$ cat config.mk
export PLATFORM = sky130hd
export DESIGN_NAME = dpb_core
export DESIGN_NICKNAME = d
export VERILOG_FILES = /design/src/core/dpb_core.v /design/src/core/dpb_sync2.v
export VERILOG_INCLUDE_DIRS = /design/src /design/src/include
export SDC_FILE = /design/constraint.sdc
export NUM_CORES = 1
export LEC_CHECK = 0
export ABC_AREA = 1
export BUFFER_PORTS_ARGS = -buffer_cell sky130_fd_sc_hd__buf_2
export CORE_MARGIN = 1.5
export CORE_UTILIZATION = 38
export DETAILED_ROUTE_END_ITERATION = 6
export GPL_TIMING_DRIVEN = 0
export PLACE_DENSITY = 0.67
export SYNTH_ARGS = -nofsm -noshare
export SYNTH_HDL_FRONTEND = slang
export SYNTH_SLANG_ARGS = --single-unit
$ cat constraint.sdc
create_clock -name clk -period 3.4 [get_ports clk]
set_input_delay 0.17 -clock clk [delete_from_list [all_inputs] [get_ports clk]]
set_output_delay 0.17 -clock clk [all_outputs]
set_load 0.1 [all_outputs]
$ cat src/include/dpb_consts.vh
// Constants shared by the program bus interface design files
`ifndef DPB_CONSTS_VH
`define DPB_CONSTS_VH

`define DPB_ADDR_W           14
`define DPB_DATA_W           24
`define DPB_IRQ_W            4
`define DPB_STATES           8
`define DPB_MCLK_PER_CYCLE   4
`define DPB_STATES_PER_MCLK  2
`define DPB_HANDOVER_MCLK    4
`define DPB_HANDOVER_CYC     (`DPB_HANDOVER_MCLK * `DPB_STATES_PER_MCLK)
`define DPB_CNT_W            4
`define DPB_PHASE_RESET      8'h08
`define DPB_PHASE_S1         8'h01
`define DPB_PHASE_S8         8'h80
`define DPB_RD_MASK          8'h7C
`define DPB_WR_MASK          8'h38
`define DPB_WDATA_MASK       8'h7C
`define DPB_CLKO_LOW_MASK    8'h78
`define DPB_RESET_ADDR       14'h0004
`define DPB_S3_BIT           2
`define DPB_S7_BIT           6
`define DPB_S8_BIT           7

`endif

$ cat src/core/dpb_core.v
// Instruction cycle sequencer, bus request/grant and program memory interface
//
// Overview of operation
// - Each instruction cycle runs eight states, from a four-times master clock.
// - State 8 is idle; any suspension stops the processor there.
// - Cycle clock output runs at instruction rate, locked to the states.
// - Cycle clock falls between states 3 and 4, rises between 7 and 8.
// - Reset, halt, bus request, acknowledge and interrupts are resynchronised first.
// - Halt is sampled at end of state 3, interrupts at end of 7.
// - Missed inputs are seen next cycle; hold them one full cycle.
// - Bus request recognised at end of state 3; stop in that state 8.
// - Grant asserted four master clocks after recognising the request.
// - While granted outside reset, every memory interface line floats.
// - A bus hold leaves processor state intact; resume exactly where stopped.
// - A request may be serviced between two cycles of a data access.
// - Four master clocks after request release, drop grant and resume at state 1.
// - During reset, grant follows request with only propagation delay.
// - Request while halted or trapped is granted normally; processor stays halted.
// - Program address is 14 bits, program data is 24 bits bidirectional.
// - Select asserted on every program fetch cycle, off when halted or released.
// - Read strobe acts as output enable, write strobe as write strobe.
// - Data-space flag timed like the address, set on data transfers.
// - Read: address, flag, select, then strobe, capture, strobe off.
// - Write: address with select, then data, then strobe, then strobe off.
`timescale 1ns/1ps
`default_nettype none
`include "dpb_consts.vh"

module dpb_core #(
    parameter AW = `DPB_ADDR_W,
    parameter DW = `DPB_DATA_W,
    parameter IW = `DPB_IRQ_W
) (
    input  wire          clk,                  // Master clock, one state per rising edge
    input  wire          rst_n,                // Asynchronous reset pin, active low
    input  wire          halt_n,               // Halt pin, active low, asynchronous
    input  wire          bus_request_n,        // Bus request pin, active low
    output wire          bus_grant_n,          // Bus grant pin, active low
    input  wire          data_mem_acknowledge, // Data memory acknowledge pin
    input  wire [IW-1:0] interrupt_requests,   // Interrupt request pins, active low
    output reg           cycle_clock_out,      // Instruction-rate clock
    output reg  [7:0]    cycle_state,          // One-hot state 1..8
    output reg  [AW-1:0] prog_addr_bus,        // Program address
    output reg           prog_addr_oe,         // Drive enable for address lines
    output reg           prog_data_space_flag, // Data-space flag
    output reg           prog_mem_select_n,    // Program memory select
    output reg           prog_read_strobe_n,   // Program read strobe
    output reg           prog_write_strobe_n,  // Program write strobe
    output reg           prog_ctrl_oe,         // Drive enable for flag, select, strobes
    input  wire [DW-1:0] prog_data_in,         // Program data bus, pin level
    output reg  [DW-1:0] prog_data_out,        // Program data bus, driven value
    output reg           prog_data_oe,         // Drive enable for program data bus
    output reg           data_if_oe,           // Drive enable for data memory lines
    output reg           ack_sync,             // Synchronised acknowledge
    output reg  [IW-1:0] irq_latched,          // Interrupt levels caught at end of state 7
    output reg           halted,               // Stopped in state 8
    output reg           trap_active,          // Trap signal towards the pin
    input  wire          trap_in,              // Trap instruction executing this cycle
    input  wire          acc_valid,            // Access request for next cycle
    input  wire          acc_write,            // Access is a write
    input  wire          acc_data_space,       // Access is a data transfer
    input  wire [AW-1:0] acc_addr,             // Access address
    input  wire [DW-1:0] acc_wdata,            // Write data
    output reg           acc_taken,            // Pulse: access taken for next cycle
    output reg  [DW-1:0] rd_data,              // Captured read data
    output reg           rd_valid              // Pulse: read data captured
);
    localparam [3:0] BUS_RUN     = 4'h1;
    localparam [3:0] BUS_WAITG   = 4'h2;
    localparam [3:0] BUS_GRANT   = 4'h4;
    localparam [3:0] BUS_RETURN  = 4'h8;
    localparam [`DPB_CNT_W-1:0] HANDOVER_LAST = `DPB_HANDOVER_CYC - 1;

    // Reset release through two flops
    reg rst_meta_reg;
    reg rst_sync_reg;
    always @(posedge clk or negedge rst_n) begin
        if (!rst_n) begin
            rst_meta_reg <= 1'b0;
            rst_sync_reg <= 1'b0;
        end else begin
            rst_meta_reg <= 1'b1;
            rst_sync_reg <= rst_meta_reg;
        end
    end
    wire rs_n = rst_sync_reg;

    wire          halt_s;
    wire          br_s;
    wire          ack_s;
    wire [IW-1:0] irq_s;
    dpb_sync2 #(
        .W       (IW + 3),
        .RST_VAL ({(IW + 3){1'b1}})
    ) u_sync (
        .clk      (clk),
        .rst_n    (rs_n),
        .async_in ({halt_n, bus_request_n, data_mem_acknowledge, interrupt_requests}),
        .sync_out ({halt_s, br_s, ack_s, irq_s})
    );

    wire br_req   = ~br_s;
    wire halt_req = ~halt_s;

    reg [7:0]            phase_reg;
    reg [7:0]            phase_next;
    reg                  frozen_reg;
    reg [3:0]            bus_reg;
    reg [3:0]            bus_next;
    reg [`DPB_CNT_W-1:0] cnt_reg;
    reg [`DPB_CNT_W-1:0] cnt_next;
    reg                  grant_n_reg;
    reg                  halt_pend_reg;
    reg                  halt_defer_reg;
    reg                  trapped_reg;
    reg                  cur_valid_reg;
    reg                  cur_write_reg;
    reg                  cur_data_reg;

    wire running = ~frozen_reg;
    wire end_s3  = phase_reg[`DPB_S3_BIT] & running;
    wire end_s7  = phase_reg[`DPB_S7_BIT];
    wire end_s8  = phase_reg[`DPB_S8_BIT];
    wire bus_own = (bus_reg == BUS_RUN);

    // Stop at state 8 for a bus hold, a halt or a trap
    wire halt_stop = halt_pend_reg & ~(cur_data_reg & ~halt_defer_reg);
    wire stop_now  = end_s8 & (~bus_own | (bus_reg == BUS_RUN & bus_next != BUS_RUN)
                     | halt_stop | trapped_reg);
    wire stay      = frozen_reg & (~bus_own | halt_req | trapped_reg);
    wire freeze_next = stop_now | stay;

    always @* begin
        if (freeze_next) begin
            phase_next = `DPB_PHASE_S8;
        end else begin
            phase_next = {phase_reg[6:0], phase_reg[7]};
        end
    end

    // Bus hold and release sequence
    always @* begin
        bus_next = bus_reg;
        cnt_next = cnt_reg;
        case (bus_reg)
            BUS_RUN: begin
                if (br_req & (end_s3 | frozen_reg)) begin
                    bus_next = BUS_WAITG;
                    cnt_next = HANDOVER_LAST;
                end
            end
            BUS_WAITG: begin
                if (cnt_reg == {`DPB_CNT_W{1'b0}}) begin
                    bus_next = BUS_GRANT;
                end else begin
                    cnt_next = cnt_reg - 1'b1;
                end
            end
            BUS_GRANT: begin
                if (!br_req) begin
                    bus_next = BUS_RETURN;
                    cnt_next = HANDOVER_LAST;
                end
            end
            BUS_RETURN: begin
                if (cnt_reg == {`DPB_CNT_W{1'b0}}) begin
                    bus_next = BUS_RUN;
                end else begin
                    cnt_next = cnt_reg - 1'b1;
                end
            end
            default: begin
                bus_next = BUS_RUN;
                cnt_next = {`DPB_CNT_W{1'b0}};
            end
        endcase
    end

    wire floating_next = (bus_next == BUS_GRANT) | (bus_next == BUS_RETURN & cnt_next != 0)
                         | (bus_reg == BUS_RETURN & cnt_reg != 0);
    wire rd_next = cur_valid_reg & ~cur_write_reg & ~freeze_next & |(phase_next & `DPB_RD_MASK);
    wire wr_next = cur_valid_reg & cur_write_reg & ~freeze_next & |(phase_next & `DPB_WR_MASK);
    wire wd_next = cur_valid_reg & cur_write_reg & ~freeze_next
                   & |(phase_next & `DPB_WDATA_MASK);

    // During reset the grant pin follows the request pin directly
    assign bus_grant_n = rs_n ? grant_n_reg : bus_request_n;

    always @(posedge clk or negedge rs_n) begin
        if (!rs_n) begin
            phase_reg      <= `DPB_PHASE_RESET;
            frozen_reg     <= 1'b0;
            bus_reg        <= BUS_RUN;
            cnt_reg        <= {`DPB_CNT_W{1'b0}};
            grant_n_reg    <= 1'b1;
            halt_pend_reg  <= 1'b0;
            halt_defer_reg <= 1'b0;
            trapped_reg    <= 1'b0;
            cur_valid_reg  <= 1'b0;
            cur_write_reg  <= 1'b0;
            cur_data_reg   <= 1'b0;
        end else begin
            phase_reg   <= phase_next;
            frozen_reg  <= freeze_next;
            bus_reg     <= bus_next;
            cnt_reg     <= cnt_next;
            grant_n_reg <= ~((bus_next == BUS_GRANT) | (bus_next == BUS_RETURN));
            if (end_s3 & halt_req) begin
                halt_pend_reg <= 1'b1;
            end else if (frozen_reg & bus_own & ~halt_req & ~trapped_reg) begin
                halt_pend_reg <= 1'b0;
            end
            if (end_s8 & running & halt_pend_reg & cur_data_reg) begin
                halt_defer_reg <= 1'b1;
            end else if (frozen_reg) begin
                halt_defer_reg <= 1'b0;
            end
            if (end_s7 & running & trap_in) begin
                trapped_reg <= 1'b1;
            end else if (frozen_reg & halt_req) begin
                trapped_reg <= 1'b0;
            end
            if (end_s8 & ~freeze_next) begin
                cur_valid_reg <= acc_valid;
                cur_write_reg <= acc_write;
                cur_data_reg  <= acc_data_space;
            end else if (freeze_next) begin
                cur_valid_reg <= 1'b0;
            end
        end
    end

    // Registered pins and user-side outputs
    always @(posedge clk or negedge rs_n) begin
        if (!rs_n) begin
            cycle_clock_out      <= 1'b0;
            cycle_state          <= `DPB_PHASE_RESET;
            prog_addr_bus        <= `DPB_RESET_ADDR;
            prog_addr_oe         <= 1'b1;
            prog_data_space_flag <= 1'b0;
            prog_mem_select_n    <= 1'b1;
            prog_read_strobe_n   <= 1'b1;
            prog_write_strobe_n  <= 1'b1;
            prog_ctrl_oe         <= 1'b1;
            prog_data_out        <= {DW{1'b0}};
            prog_data_oe         <= 1'b0;
            data_if_oe           <= 1'b1;
            ack_sync             <= 1'b1;
            irq_latched          <= {IW{1'b1}};
            halted               <= 1'b0;
            trap_active          <= 1'b0;
            acc_taken            <= 1'b0;
            rd_data              <= {DW{1'b0}};
            rd_valid             <= 1'b0;
        end else begin
            cycle_clock_out <= ~|(phase_next & `DPB_CLKO_LOW_MASK);
            cycle_state     <= phase_next;
            ack_sync        <= ack_s;
            halted          <= freeze_next;
            trap_active     <= (end_s7 & running & trap_in) | (trapped_reg & ~(frozen_reg & halt_req));
            prog_addr_oe    <= ~floating_next;
            prog_ctrl_oe    <= ~floating_next;
            data_if_oe      <= ~floating_next;
            acc_taken       <= 1'b0;
            rd_valid        <= 1'b0;
            if (end_s7 & running) begin
                irq_latched <= irq_s;
            end
            if (end_s8 & ~freeze_next) begin
                acc_taken <= 1'b1;
                if (acc_valid) begin
                    prog_addr_bus        <= acc_addr;
                    prog_data_space_flag <= acc_data_space;
                    prog_mem_select_n    <= 1'b0;
                end else begin
                    prog_mem_select_n    <= 1'b1;
                    prog_data_space_flag <= 1'b0;
                end
                prog_data_out <= acc_wdata;
            end else if (freeze_next) begin
                prog_mem_select_n    <= 1'b1;
                prog_data_space_flag <= 1'b0;
            end
            prog_read_strobe_n  <= ~rd_next;
            prog_write_strobe_n <= ~(wr_next & ~rd_next);
            prog_data_oe        <= wd_next & ~floating_next;
            if (phase_reg[`DPB_S7_BIT] & running & cur_valid_reg & ~cur_write_reg) begin
                rd_data  <= prog_data_in;
                rd_valid <= 1'b1;
            end
        end
    end
endmodule // dpb_core

`default_nettype wire

$ cat src/core/dpb_sync2.v
// Two-flop synchroniser for a group of asynchronous inputs
`timescale 1ns/1ps
`default_nettype none

module dpb_sync2 #(
    parameter W = 1,
    parameter [W-1:0] RST_VAL = {W{1'b0}}
) (
    input  wire         clk,      // Master clock
    input  wire         rst_n,    // Asynchronous reset, active low
    input  wire [W-1:0] async_in, // Inputs of arbitrary phase
    output wire [W-1:0] sync_out  // Synchronised copy
);
    reg [W-1:0] meta_reg;
    reg [W-1:0] sync_reg;

    always @(posedge clk or negedge rst_n) begin
        if (!rst_n) begin
            meta_reg <= RST_VAL;
            sync_reg <= RST_VAL;
        end else begin
            meta_reg <= async_in;
            sync_reg <= meta_reg;
        end
    end

    assign sync_out = sync_reg;
endmodule // dpb_sync2

`default_nettype wire

Word level (Yosys, flattened, before mapping). Cells that the tools add are included.

Reduce and logical (&&, ||, !) cells: 13. $add $sub $neg: 1. Bitwise gates (word level): 57. Equal/unequal tests: 7. Mux-type cells: 26.

Operators by type and width (number): $and 1x1->1 (32); $mux 4 (7); $mux 1 (16); $pmux 4 s4 (1); $not 1->1 (14); $pmux 4 s3 (1); $or 1x1->1 (11); $eq 4x3->1 const B (2); $eq 4x4->1 const B (2); $mux 8 (1); $reduce_bool 2->1 (4); $reduce_bool 4->1 (2); $reduce_or 5->1 (1); $eq 4x1->1 const B (1); $eq 4x2->1 const B (1); $logic_not 4->1 (1); $ne 4x1->1 const B (1); $reduce_or 4->1 (1); $sub 4x1->4 const B (1); $reduce_or 3->1 (1); $reduce_and 2->1 (1); $reduce_or 2->1 (1); $logic_not 1->1 (1).

Bits of input ports: 75. Word-level logic and storage cells: 134. Register bits after elaboration: 117. Output and inout port bits: 89.

Depth between registers and ports, before layout. Gate-level depths: netlist of the first run.

Depth in word-level cells: 19. Mapped depth: 11. Depth with buffers taken out: 10.

Modules after synthesis. From an unflattened synthesis of the first run, not the netlist that was laid out.

Cell total of the unflattened synthesis: 446. Area total of the unflattened synthesis: 4421.7 µm².

By module, submodules not included: dpb_core (cells an instance 432, sequential area each 2568.7 µm², instances 1, area an instance 4053.9 µm²); dpb_sync2 (cells an instance 14, sequential area each 367.9 µm², instances 1, area an instance 367.9 µm²).

Worst setup path before layout of the first run. Ideal clock, no wire load.

Path type: register to output. Start point: register rst_sync_reg (netlist: rs_n). End point: output bus_grant_n. Buffers on the path: 0. Path slack: -0.428 ns. Cell stages (with the launch flop): 2. Data arrival time: 3.658 ns. Required time: 3.230 ns. Cells stage by stage: dfrtp_1 mux2_2.

Longest elaborated chain between the ends: 1.

Ends and longest elaborated chain: from (decl) (RTL line dpb_core.v:76) `reg rst_sync_reg;`; from (signal assigned) (RTL line dpb_core.v:83) `rst_sync_reg <= rst_meta_reg;`; $mux 1 (RTL line dpb_core.v:187) `assign bus_grant_n = rs_n ? grant_n_reg : bus_request_n;`; to (decl) (RTL line dpb_core.v:38) `output wire bus_grant_n,`.

No other way between the ends.

Final worst setup path of the first run. Same ends and word-level chain as after synthesis.

==> results of run 1 <==
==> worst paths after layout <==
| check | to | slack (ns) | depth (start not counted) |
|---|---|---|---|
| setup / recovery | bus_grant_n | 1.20 | 2 |
| min in group asynchronous | rs_n | 0.09 | 2 |
| max in group asynchronous | prog_addr_bus[2] | 2.24 | 1 |
| hold / removal | prog_addr_bus[1] | 0.02 | 3 |
| setup reg to reg | prog_addr_bus[8] | 1.55 | 10 |
| hold reg to reg | rs_n | 0.35 | 0 |
==> cells by family (layout without fill, tap and decap cells) <==
family / Yosys count / count (layout) / share of synthesized area, %
AO/OA/AOI/OAI: 22 / 22 / 3.45
XOR/XNOR: 2 / 2 / 0.393
adder cells (fa/ha/maj): 1 / 1 / 0.281
buffers and inverters: 45 / 307 / 4.86
flip-flops: 116 / 116 / 65.9
multiplexers: 1 / 1 / 0.253
other: 1 / 1 / 0.0841
AND/OR/NAND/NOR: 267 / 267 / 24.8
==> worst max-delay path, stage by stage, from the launching register on <==
cell	delay, ns
dfrtp_4	0.89
mux2_2	0.28
buf_2	0.42
==> report_power, final <==
part	leakage, nW	switching [mW]	internal [mW]
clock	0.280	0.614	1.13
sequential	1.31	0.200	1.71
combinational	1.83	2.50	0.534
total	3.42	3.32	3.38
==> metal layers <==
layer,share of wire (%),global-route usage (%)
met1,43,23.9
met2,50,33.3
met3,6.6,6.34
met4,0.76,7.00
met5,0,0
==> stage by stage <==
stage	instance area [sq um]	utilization, %	std cells	setup slack [ns]
finish	6750	59.1	860	1.20
global route	6750	59.1	860	1.01
CTS	6750	59.1	860	1.13
detailed placement	5480	48.0	761	1.56
global placement	5450	47.7	760	0.232
floorplan	4460	-	455	0.831
==> cell type report <==
class	count	share of cell area [%]
clock inverter	12	1.93
tap	143	2.65
inverter	28	1.58
sequential	116	43.6
timing repair buffer	230	22.4
clock buffer	20	6.92
buffer	17	1.63
multi-input combinational	294	19.3
==> timing repair <==
action,4_1_cts,5_1_grt
buffers inserted,0,0
endpoints found under the hold margin,69,0
hold buffers,67,0
==> layout by cell type, fill, tap and decap left out, types with 2 or more instances in the layout <==
cell	synthesis	final
a21oi_1	3	3
buf_2	4	166
buf_4	7	7
buf_6	2	2
bufinv_16	0	2
clkbuf_1	4	4
clkbuf_16	0	17
clkbuf_8	0	3
clkinv_2	1	4
clkinv_4	0	2
clkinvlp_4	0	5
dfrtp_1	89	88
dfstp_2	27	27
dlygate4sd3_1	0	67
inv_1	24	24
inv_2	3	3
nand2_1	218	218
nand2_4	2	2
nand3_1	24	24
nand4_1	2	2
nor2_1	12	12
nor2_4	2	2
nor3_1	3	3
o211ai_1	5	5
o21a_1	2	2
o21ai_0	5	5
==> results_dict.tcl, run 1 <==
set metrics [dict create \
    worstPathArrival_ns 2.03 \
    vias_per_cell 4.55 \
    crit_fanout 57 \
    n_antenna_cell 0 \
    clock_sinks 116 \
    ioPinCount 164 \
    syn2layout_area_growth_pct 51.3 \
    synthTopCellsByCount "nand2_1 (218), dfrtp_1 (89), dfstp_2 (27)" \
    vdd_ir_drop_max_uv 1080 \
    powerDensity_mw_per_mm2 992 \
    cts_tree "built" \
    yosysSeqAreaShare_pct 65.9 \
    status "completed" \
    fin_skew_ns 0.00726 \
    ys_types 36 \
    path_class "flip-flop to output port" \
    start_kind "flip-flop" \
    dp_hpwl_um 7520 \
    worst_pin_slew_ns 0.736 \
    finalWeightedCongestion 0.794 \
    cts.repair.resized 0 \
    setup_tns_ns 0 \
    netlist_area_sq_mm 0.00446 \
    yosysWarnings 0 \
    antenna_found_initial 0 \
    grt-ovfl-total 0 \
    max-slew-margin-rel_pct 50.9 \
    wl_um 11500 \
    yosys.area.top_type "dfrtp_1" \
    ant_nets 0 \
    grt_max_degree 60 \
    synth.most_common_cell "nand2_1" \
    drv_slew 0 \
    start_util_pct 39.0 \
    critPathCaptureType "output port" \
    rsz0062_at_grt "no" \
    syn_inst 455 \
    hp-class "primary input to flip-flop" \
    grt_usage_pct 19.8 \
    drtIter0Drc 188 \
    wl_per_cell_um 13.4 \
    syn-num-nets 531 \
    hold_viol 0 \
    portBuffers 162 \
    core_area_sq_mm 0.0114 \
    hp-start "acc_addr[1]" \
    finalSetupViolCount 0 \
    crit_start "rs_n" \
    num_vias 3912 \
    worstReg2RegStart "bus_reg[0]" \
    ys.flop_type "dfrtp_1" \
    ys_async_sr_fraction_pct 100 \
    min_period_ns 2.20 \
    synth_edf_count 0 \
    cts_buffers 17 \
    period_share_pct 64.6 \
    n_fill_cell 972 \
    fin_total_pwr_mw 6.69 \
    dr.pass1.iters 4 \
    grt_first_pass_wirelength_um 19500 \
    top_regs "prog_data_out x24, rd_data x24, prog_addr_bus x14" \
    fp.dieH_um 111 \
    clockBufferDepth 2 \
    rows 39 \
    clk_pin_slew_worst_paths_ns 0.05 \
    final_nets 780 \
    cts_root_buf "clkbuf_16" \
    die_area_sq_mm 0.0124 \
    drc_errors 0 \
    whs_ns 0.0176 \
    p_leak_nw 3.42 \
    cts.htree.levels 4 \
    synth_top_area_share_pct 50.0 \
    maxCapViolCount 0 \
    crit_required_ns 3.23 \
    multi_input_comb_area_sq_mm 0.00131 \
    ys_top_cells_by_area "dfrtp_1 (50%), nand2_1 (18%), dfstp_2 (16%)" \
    first_global_vias 4149 \
    seqCellArea_sq_mm 0.00294 \
    drive_above_1_share_pct 34.9 \
    fmax_mhz 455 \
    die_x_um 111 \
    avgSynthCellArea_sq_um 9.80 \
    insertion_delay_ns 0.40 \
    synth_seq_cells 116 \
]
No activity file was read; power rests on OpenSTA's default activity.
==> inputs of run 2 (changes only) <==
- ABC_AREA: 1 -> 0
- PLACE_DENSITY: 0.67 -> unset
- clock period: 3.4 -> 2.14 ns (I/O delays scaled with it)
==> results_dict.tcl, run 2 <==
set metrics [dict create \
    fin_util_pct 60.0 \
    cp_slowest_cell "dfstp_2" \
    core_area_sq_mm 0.0119 \
    start_kind "flip-flop" \
    ys_async_sr_fraction_pct 100 \
    ys_top_cells_by_area "dfrtp_1 (48%), dfstp_2 (15%), mux2_4 (9.8%)" \
    syn_inst 303 \
    yosysSeqAreaShare_pct 63.8 \
    cts_tree "built" \
    wl_met1_um 4650 \
    wl_um 10900 \
    synth_seq_cells 116 \
    grt_first_pass_wirelength_um 17600 \
    hp-class "primary input to asynchronous set/reset pin" \
    vias_per_cell 4.69 \
    vdd_ir_drop_max_uv 947 \
    syn-num-nets 379 \
    path_cells "or4b_4, a2111oi_4, buf_4, nand3_4, buf_12, mux2_4" \
    internal_power_mw 6.04 \
    period_share_pct 103 \
    syn2layout_area_growth_pct 55.3 \
    path_class "flip-flop to flip-flop" \
    clockBufferDepth 2 \
    worst_pin_slew_ns 0.511 \
    finalSetupViolCount 38 \
    cts.htree.levels 4 \
    synth.most_common_cell "dfrtp_1" \
    portBuffers 163 \
    final_nets 642 \
    swShare_pct 47.1 \
    worstPathArrival_ns 2.49 \
    fin_total_pwr_mw 11.4 \
    max-slew-margin-rel_pct 65.5 \
    p_clk_share_pct 24.1 \
    ff2ff_path_depth 6 \
    cpPeakStageDelay_ns 0.53 \
    netlist_area_sq_mm 0.00460 \
    dpl_cell_area_sq_mm 0.00565 \
    rows 40 \
    yosysWarnings 0 \
    ys.flop_type "dfrtp_1" \
    finalWeightedCongestion 0.802 \
    crit_required_ns 2.43 \
    cts_root_buf "clkbuf_16" \
    synth_edf_count 0 \
    synthTopCellsByCount "dfrtp_1 (89), mux2_2 (39), mux2_4 (30)" \
    setup_tns_ns -1.49 \
    start_util_pct 38.6 \
    hold_viol 0 \
    power_switching_mw 5.39 \
    n_fill_cell 958 \
    drive_above_1_share_pct 56.0 \
    avgSynthCellArea_sq_um 15.2 \
    crit_buf_inv 2 \
    critical-path-top-delay-family "simple AND/OR/NAND/NOR gates" \
    finalInstanceArea_sq_mm 0.00715 \
    top_regs "prog_data_out x24, rd_data x24, prog_addr_bus x14" \
    clock_sinks 116 \
    rsz0062_at_grt "yes" \
    grt_usage_pct 17.9 \
    fp.dieH_um 113 \
    die_area_sq_mm 0.0128 \
    place_ws_ns -0.369 \
    dr.pass1.iters 4 \
    violations "setup timing" \
    final_common_cell "buf_2" \
    powerDensity_mw_per_mm2 1600 \
    drc_errors 0 \
    comb_power_share_pct 49.0 \
    antenna_found_initial 0 \
    maxCapViolCount 0 \
    yosys.area.top_type "dfrtp_1" \
    p_leak_nw 3.57 \
    die_x_um 113 \
    ioPinCount 164 \
    grt-ovfl-total 0 \
    power_frac_seq_pct 26.9 \
    drv_slew 0 \
    ys_types 52 \
    wl_met2_um 5510 \
    dr_wl_met3_um 684 \
    routed.top_layer "met4" \
    insertion_delay_ns 0.41 \
    whs_ns 0.0118 \
    cts_buffers 17 \
    critPathCaptureType "flip-flop" \
    clk_pin_slew_worst_paths_ns 0.05 \
    place_inst 614 \
    dp_hpwl_um 6770 \
    crit_fanout 10 \
    status "complete, but fails checks" \
    min_period_ns 2.20 \
    n_antenna_cell 0 \
    ant_nets 0 \
    fin_skew_ns 0.0104 \
    wl_per_cell_um 15.1 \
    drtIter0Drc 136 \
    cp.depth 6 \
    first_global_vias 3630 \
    fin_cells 726 \
    final.setup.worst_slack_ns -0.0578 \
    grt_max_degree 35 \
    num_vias 3403 \
    fmax_mhz 455 \
    final_cell_mix "buf_2 (166), dfrtp_1 (84), dlygate4sd3_1 (72), mux2_2 (39), mux2_4 (30)" \
    synth_top_area_share_pct 48.4 \
]
-- run 2: final timing paths --
check	from	to	slack, ns
setup reg to reg	bus_reg[0]	prog_data_out[23]	-0.06
max in group asynchronous	rs_n	bus_reg[2]	1.31
hold / removal	rst_n	rst_meta_reg	0.01
hold reg to reg	rs_n	prog_addr_bus[9]	0.21
setup / recovery	bus_reg[0]	prog_data_out[23]	-0.06
min in group clk	acc_valid	prog_data_space_flag	0.03
-- run 2: final cells by class --
cell class / instances / area (sq um) / area share (%)
buffer: 15 / 131 / 1.84
clock buffer: 20 / 457 / 6.39
clock inverter: 12 / 131 / 1.84
inverter: 7 / 26.3 / 0.368
multi-input combinational: 164 / 1560 / 21.9
sequential: 116 / 2950 / 41.2
tap: 147 / 184 / 2.57
timing repair buffer: 245 / 1710 / 23.9
-- run 2: per-layer routing --
layer  vias to the layer above  global-route usage, %
met4                         0                   6.25
li1                       1615                      -
met5                         -                      0
met1                      1670                   21.8
met3                         7                   6.05
met2                       111                   29.7
-- run 2: power groups by stage --
stage / logic (mW) / registers [mW] / clock network, mW
2_1_floorplan: 1.53 / 6.02 / 0
3_3_place_gp: 5.23 / 3.07 / 0
3_5_place_dp: 5.30 / 3.07 / 0
4_1_cts: 5.59 / 3.07 / 2.83
5_1_grt: 5.81 / 3.15 / 2.93
6_report: 5.60 / 3.07 / 2.75
-- run 2: what timing repair did --
item	in CTS	in global routing
hold buffers	72	0
gates resized for setup	10	5
pin swaps	2	0
gates cloned	3	0
setup endpoints to repair	51	51
setup buffers	6	0
hold endpoints to repair	74	0
-- run 2: logic make-up (layout without fill, tap and decap cells) --
| family | Yosys count | after routing | synth area share (%) |
|---|---|---|---|
| flops | 116 | 116 | 63.8 |
| xor+xnor | 2 | 2 | 0.381 |
| simple gates | 61 | 61 | 8.48 |
| compound gates | 30 | 30 | 5.00 |
| fa+ha+maj | 1 | 1 | 0.272 |
| mux | 69 | 69 | 19.3 |
| buf+inv | 23 | 299 | 2.66 |
| other cells | 1 | 1 | 0.0815 |
-- run 2: worst register-to-register path, cell delays in order (launching register included) --
cell and delay (ns):
dfstp_2 0.53, or4b_4 0.48, a2111oi_4 0.20, buf_4 0.20, nand3_4 0.16, buf_12 0.23, mux2_4 0.30
==> inputs of run 3 (changes only) <==
--- a/config.mk
+++ b/config.mk
@@ -14,2 +14,3 @@
 export GPL_TIMING_DRIVEN = 0
+export PLACE_DENSITY = 0.72
 export SYNTH_ARGS = -nofsm -noshare
--- a/constraint.sdc
+++ b/constraint.sdc
@@ -3,2 +3,2 @@
 set_output_delay 0.107 -clock clk [all_outputs]
-set_load 0.1 [all_outputs]
+set_load 0.005 [all_outputs]
==> results_dict.tcl, run 3 (synthesis gave the netlist of run 2 again) <==
set metrics [dict create \
    cts_root_buf "clkbuf_16" \
    cts_tree "built" \
    die_x_um 113 \
    start_util_pct 38.6 \
    num_vias 3436 \
    fin_total_pwr_mw 8.81 \
    p_leak_nw 3.64 \
    rows 40 \
    critPathCaptureType "flip-flop" \
    vias_per_cell 4.71 \
    min_period_ns 2.26 \
    grt_max_degree 60 \
    powerDensity_mw_per_mm2 1210 \
    start_kind "flip-flop" \
    multi_input_comb_area_sq_mm 0.00158 \
    r2r_slack_ns -0.12 \
    drive_above_1_share_pct 56.2 \
    finalSetupViolCount 39 \
    hold_viol 0 \
    first_global_vias 3563 \
    ff2ff_path_depth 6 \
    n_antenna_cell 0 \
    drc_errors 0 \
    final_cell_mix "buf_2 (166), dfrtp_1 (88), dlygate4sd3_1 (72), mux2_2 (39), mux2_4 (30)" \
    cts.htree.levels 4 \
    rsz0062_at_grt "yes" \
    finalWeightedCongestion 0.857 \
    crit_fanout 5 \
    antenna_found_initial 0 \
    worstPathArrival_ns 2.56 \
    crit_required_ns 2.43 \
    final_nets 645 \
    cts_buffers 17 \
    seqCellArea_sq_mm 0.00294 \
    grt_usage_pct 18.2 \
    grt_first_pass_wirelength_um 17700 \
    maxCapViolCount 0 \
    final.setup.worst_slack_ns -0.125 \
    status "complete, but fails checks" \
    worst_pin_slew_ns 0.505 \
    drtIter0Drc 141 \
    grt-ovfl-total 0 \
    clk_pin_slew_worst_paths_ns 0.05 \
    dp_hpwl_um 6880 \
    clock_sinks 116 \
    n_fill_cell 913 \
    ioPinCount 164 \
    clockBufferDepth 2 \
    dr.pass1.iters 4 \
    wl_um 11500 \
    r2r-end "prog_data_out[13]" \
    fin_util_pct 61.0 \
    syn2layout_area_growth_pct 57.9 \
    die_area_sq_mm 0.0128 \
    drv_slew 0 \
    final_common_cell "buf_2" \
    vdd_ir_drop_max_uv 712 \
    fmax_mhz 442 \
    fp.dieH_um 113 \
    fin_skew_ns 0.00685 \
    hp-class "primary input to asynchronous set/reset pin" \
    top_regs "prog_data_out x24, rd_data x24, prog_addr_bus x14" \
    period_share_pct 106 \
    worstReg2RegStart "bus_reg[0]" \
    wl_per_cell_um 15.8 \
    max-slew-margin-rel_pct 65.9 \
    insertion_delay_ns 0.41 \
    ant_nets 0 \
    whs_ns 0.00609 \
    core_area_sq_mm 0.0119 \
    path_class "flip-flop to flip-flop" \
    portBuffers 163 \
    violations "setup timing" \
]
[run 3: cell types whose count changed in the layout (fill, tap and decap cells not counted), sizes merged]
cell	change
clkinvlp	-4
clkbuf	+3
inv	+1
bufbuf	-1
buf	+4
[run 3: worst max-delay path by stage]
stage                   endpoint  slack (ns)  startpoint
2_1_floorplan       cur_data_reg       -0.03  bus_reg[0]
5_1_grt        prog_data_out[12]       -0.17  bus_reg[0]
6_report       prog_data_out[13]       -0.12  bus_reg[0]
3_5_place_dp         rd_data[20]       -0.35      halted
4_1_cts         prog_data_out[7]       -0.21  bus_reg[0]
3_3_place_gp         rd_data[18]       -0.27      halted
[run 3: final cells by class]
type / count / area share [%]
inverter: 7 / 0.362
timing repair buffer: 249 / 24.0
clock buffer: 23 / 7.61
sequential: 116 / 40.5
tap: 147 / 2.53
clock inverter: 9 / 1.48
multi-input combinational: 164 / 21.8
buffer: 14 / 1.76
[run 3: worst max-delay path, cell delays in order (launching register included)]
cell       delay [ns]
dfstp_2          0.53
or4b_4           0.49
a2111oi_4        0.20
buf_4            0.20
nand3_4          0.19
clkbuf_16        0.25
mux2_4           0.29
[run 3: power breakdown]
| group | total, mW | switching (mW) | internal (mW) | leakage (nW) |
|---|---|---|---|---|
| Combinational | 2.68 | 1.06 | 1.62 | 1.90 |
| Clock | 3.03 | 0.977 | 2.05 | 0.330 |
| Sequential | 3.09 | 0.360 | 2.73 | 1.41 |
[run 3: routing by layer]
layer	GRT usage, %	routed length (um)	up-vias
li1	-	-	1612
met1	21.3	4840	1670
met2	31.2	5840	130
met3	4.98	570	24
met4	8.67	281	0
met5	0	0	-
[run 3: repair_timing]
action                     4_1_cts  5_1_grt
pin swaps                        1        2
hold endpoints to repair        74        0
buffers inserted                 9        1
resized for setup               18        6
setup endpoints to repair       71       76
hold buffers                    72        0
gates cloned                     2        2
[run 3: stage by stage]
stage	cell area [sq um]	setup TNS (ns)	setup WS (ns)	cells
floorplan	4610	-0.981	-0.0350	303
global placement	5610	-11.00	-0.271	613
detailed placement	5610	-14.92	-0.348	613
CTS	7180	-7.33	-0.214	728
global route	7270	-5.26	-0.168	729
finish	7270	-3.28	-0.125	729
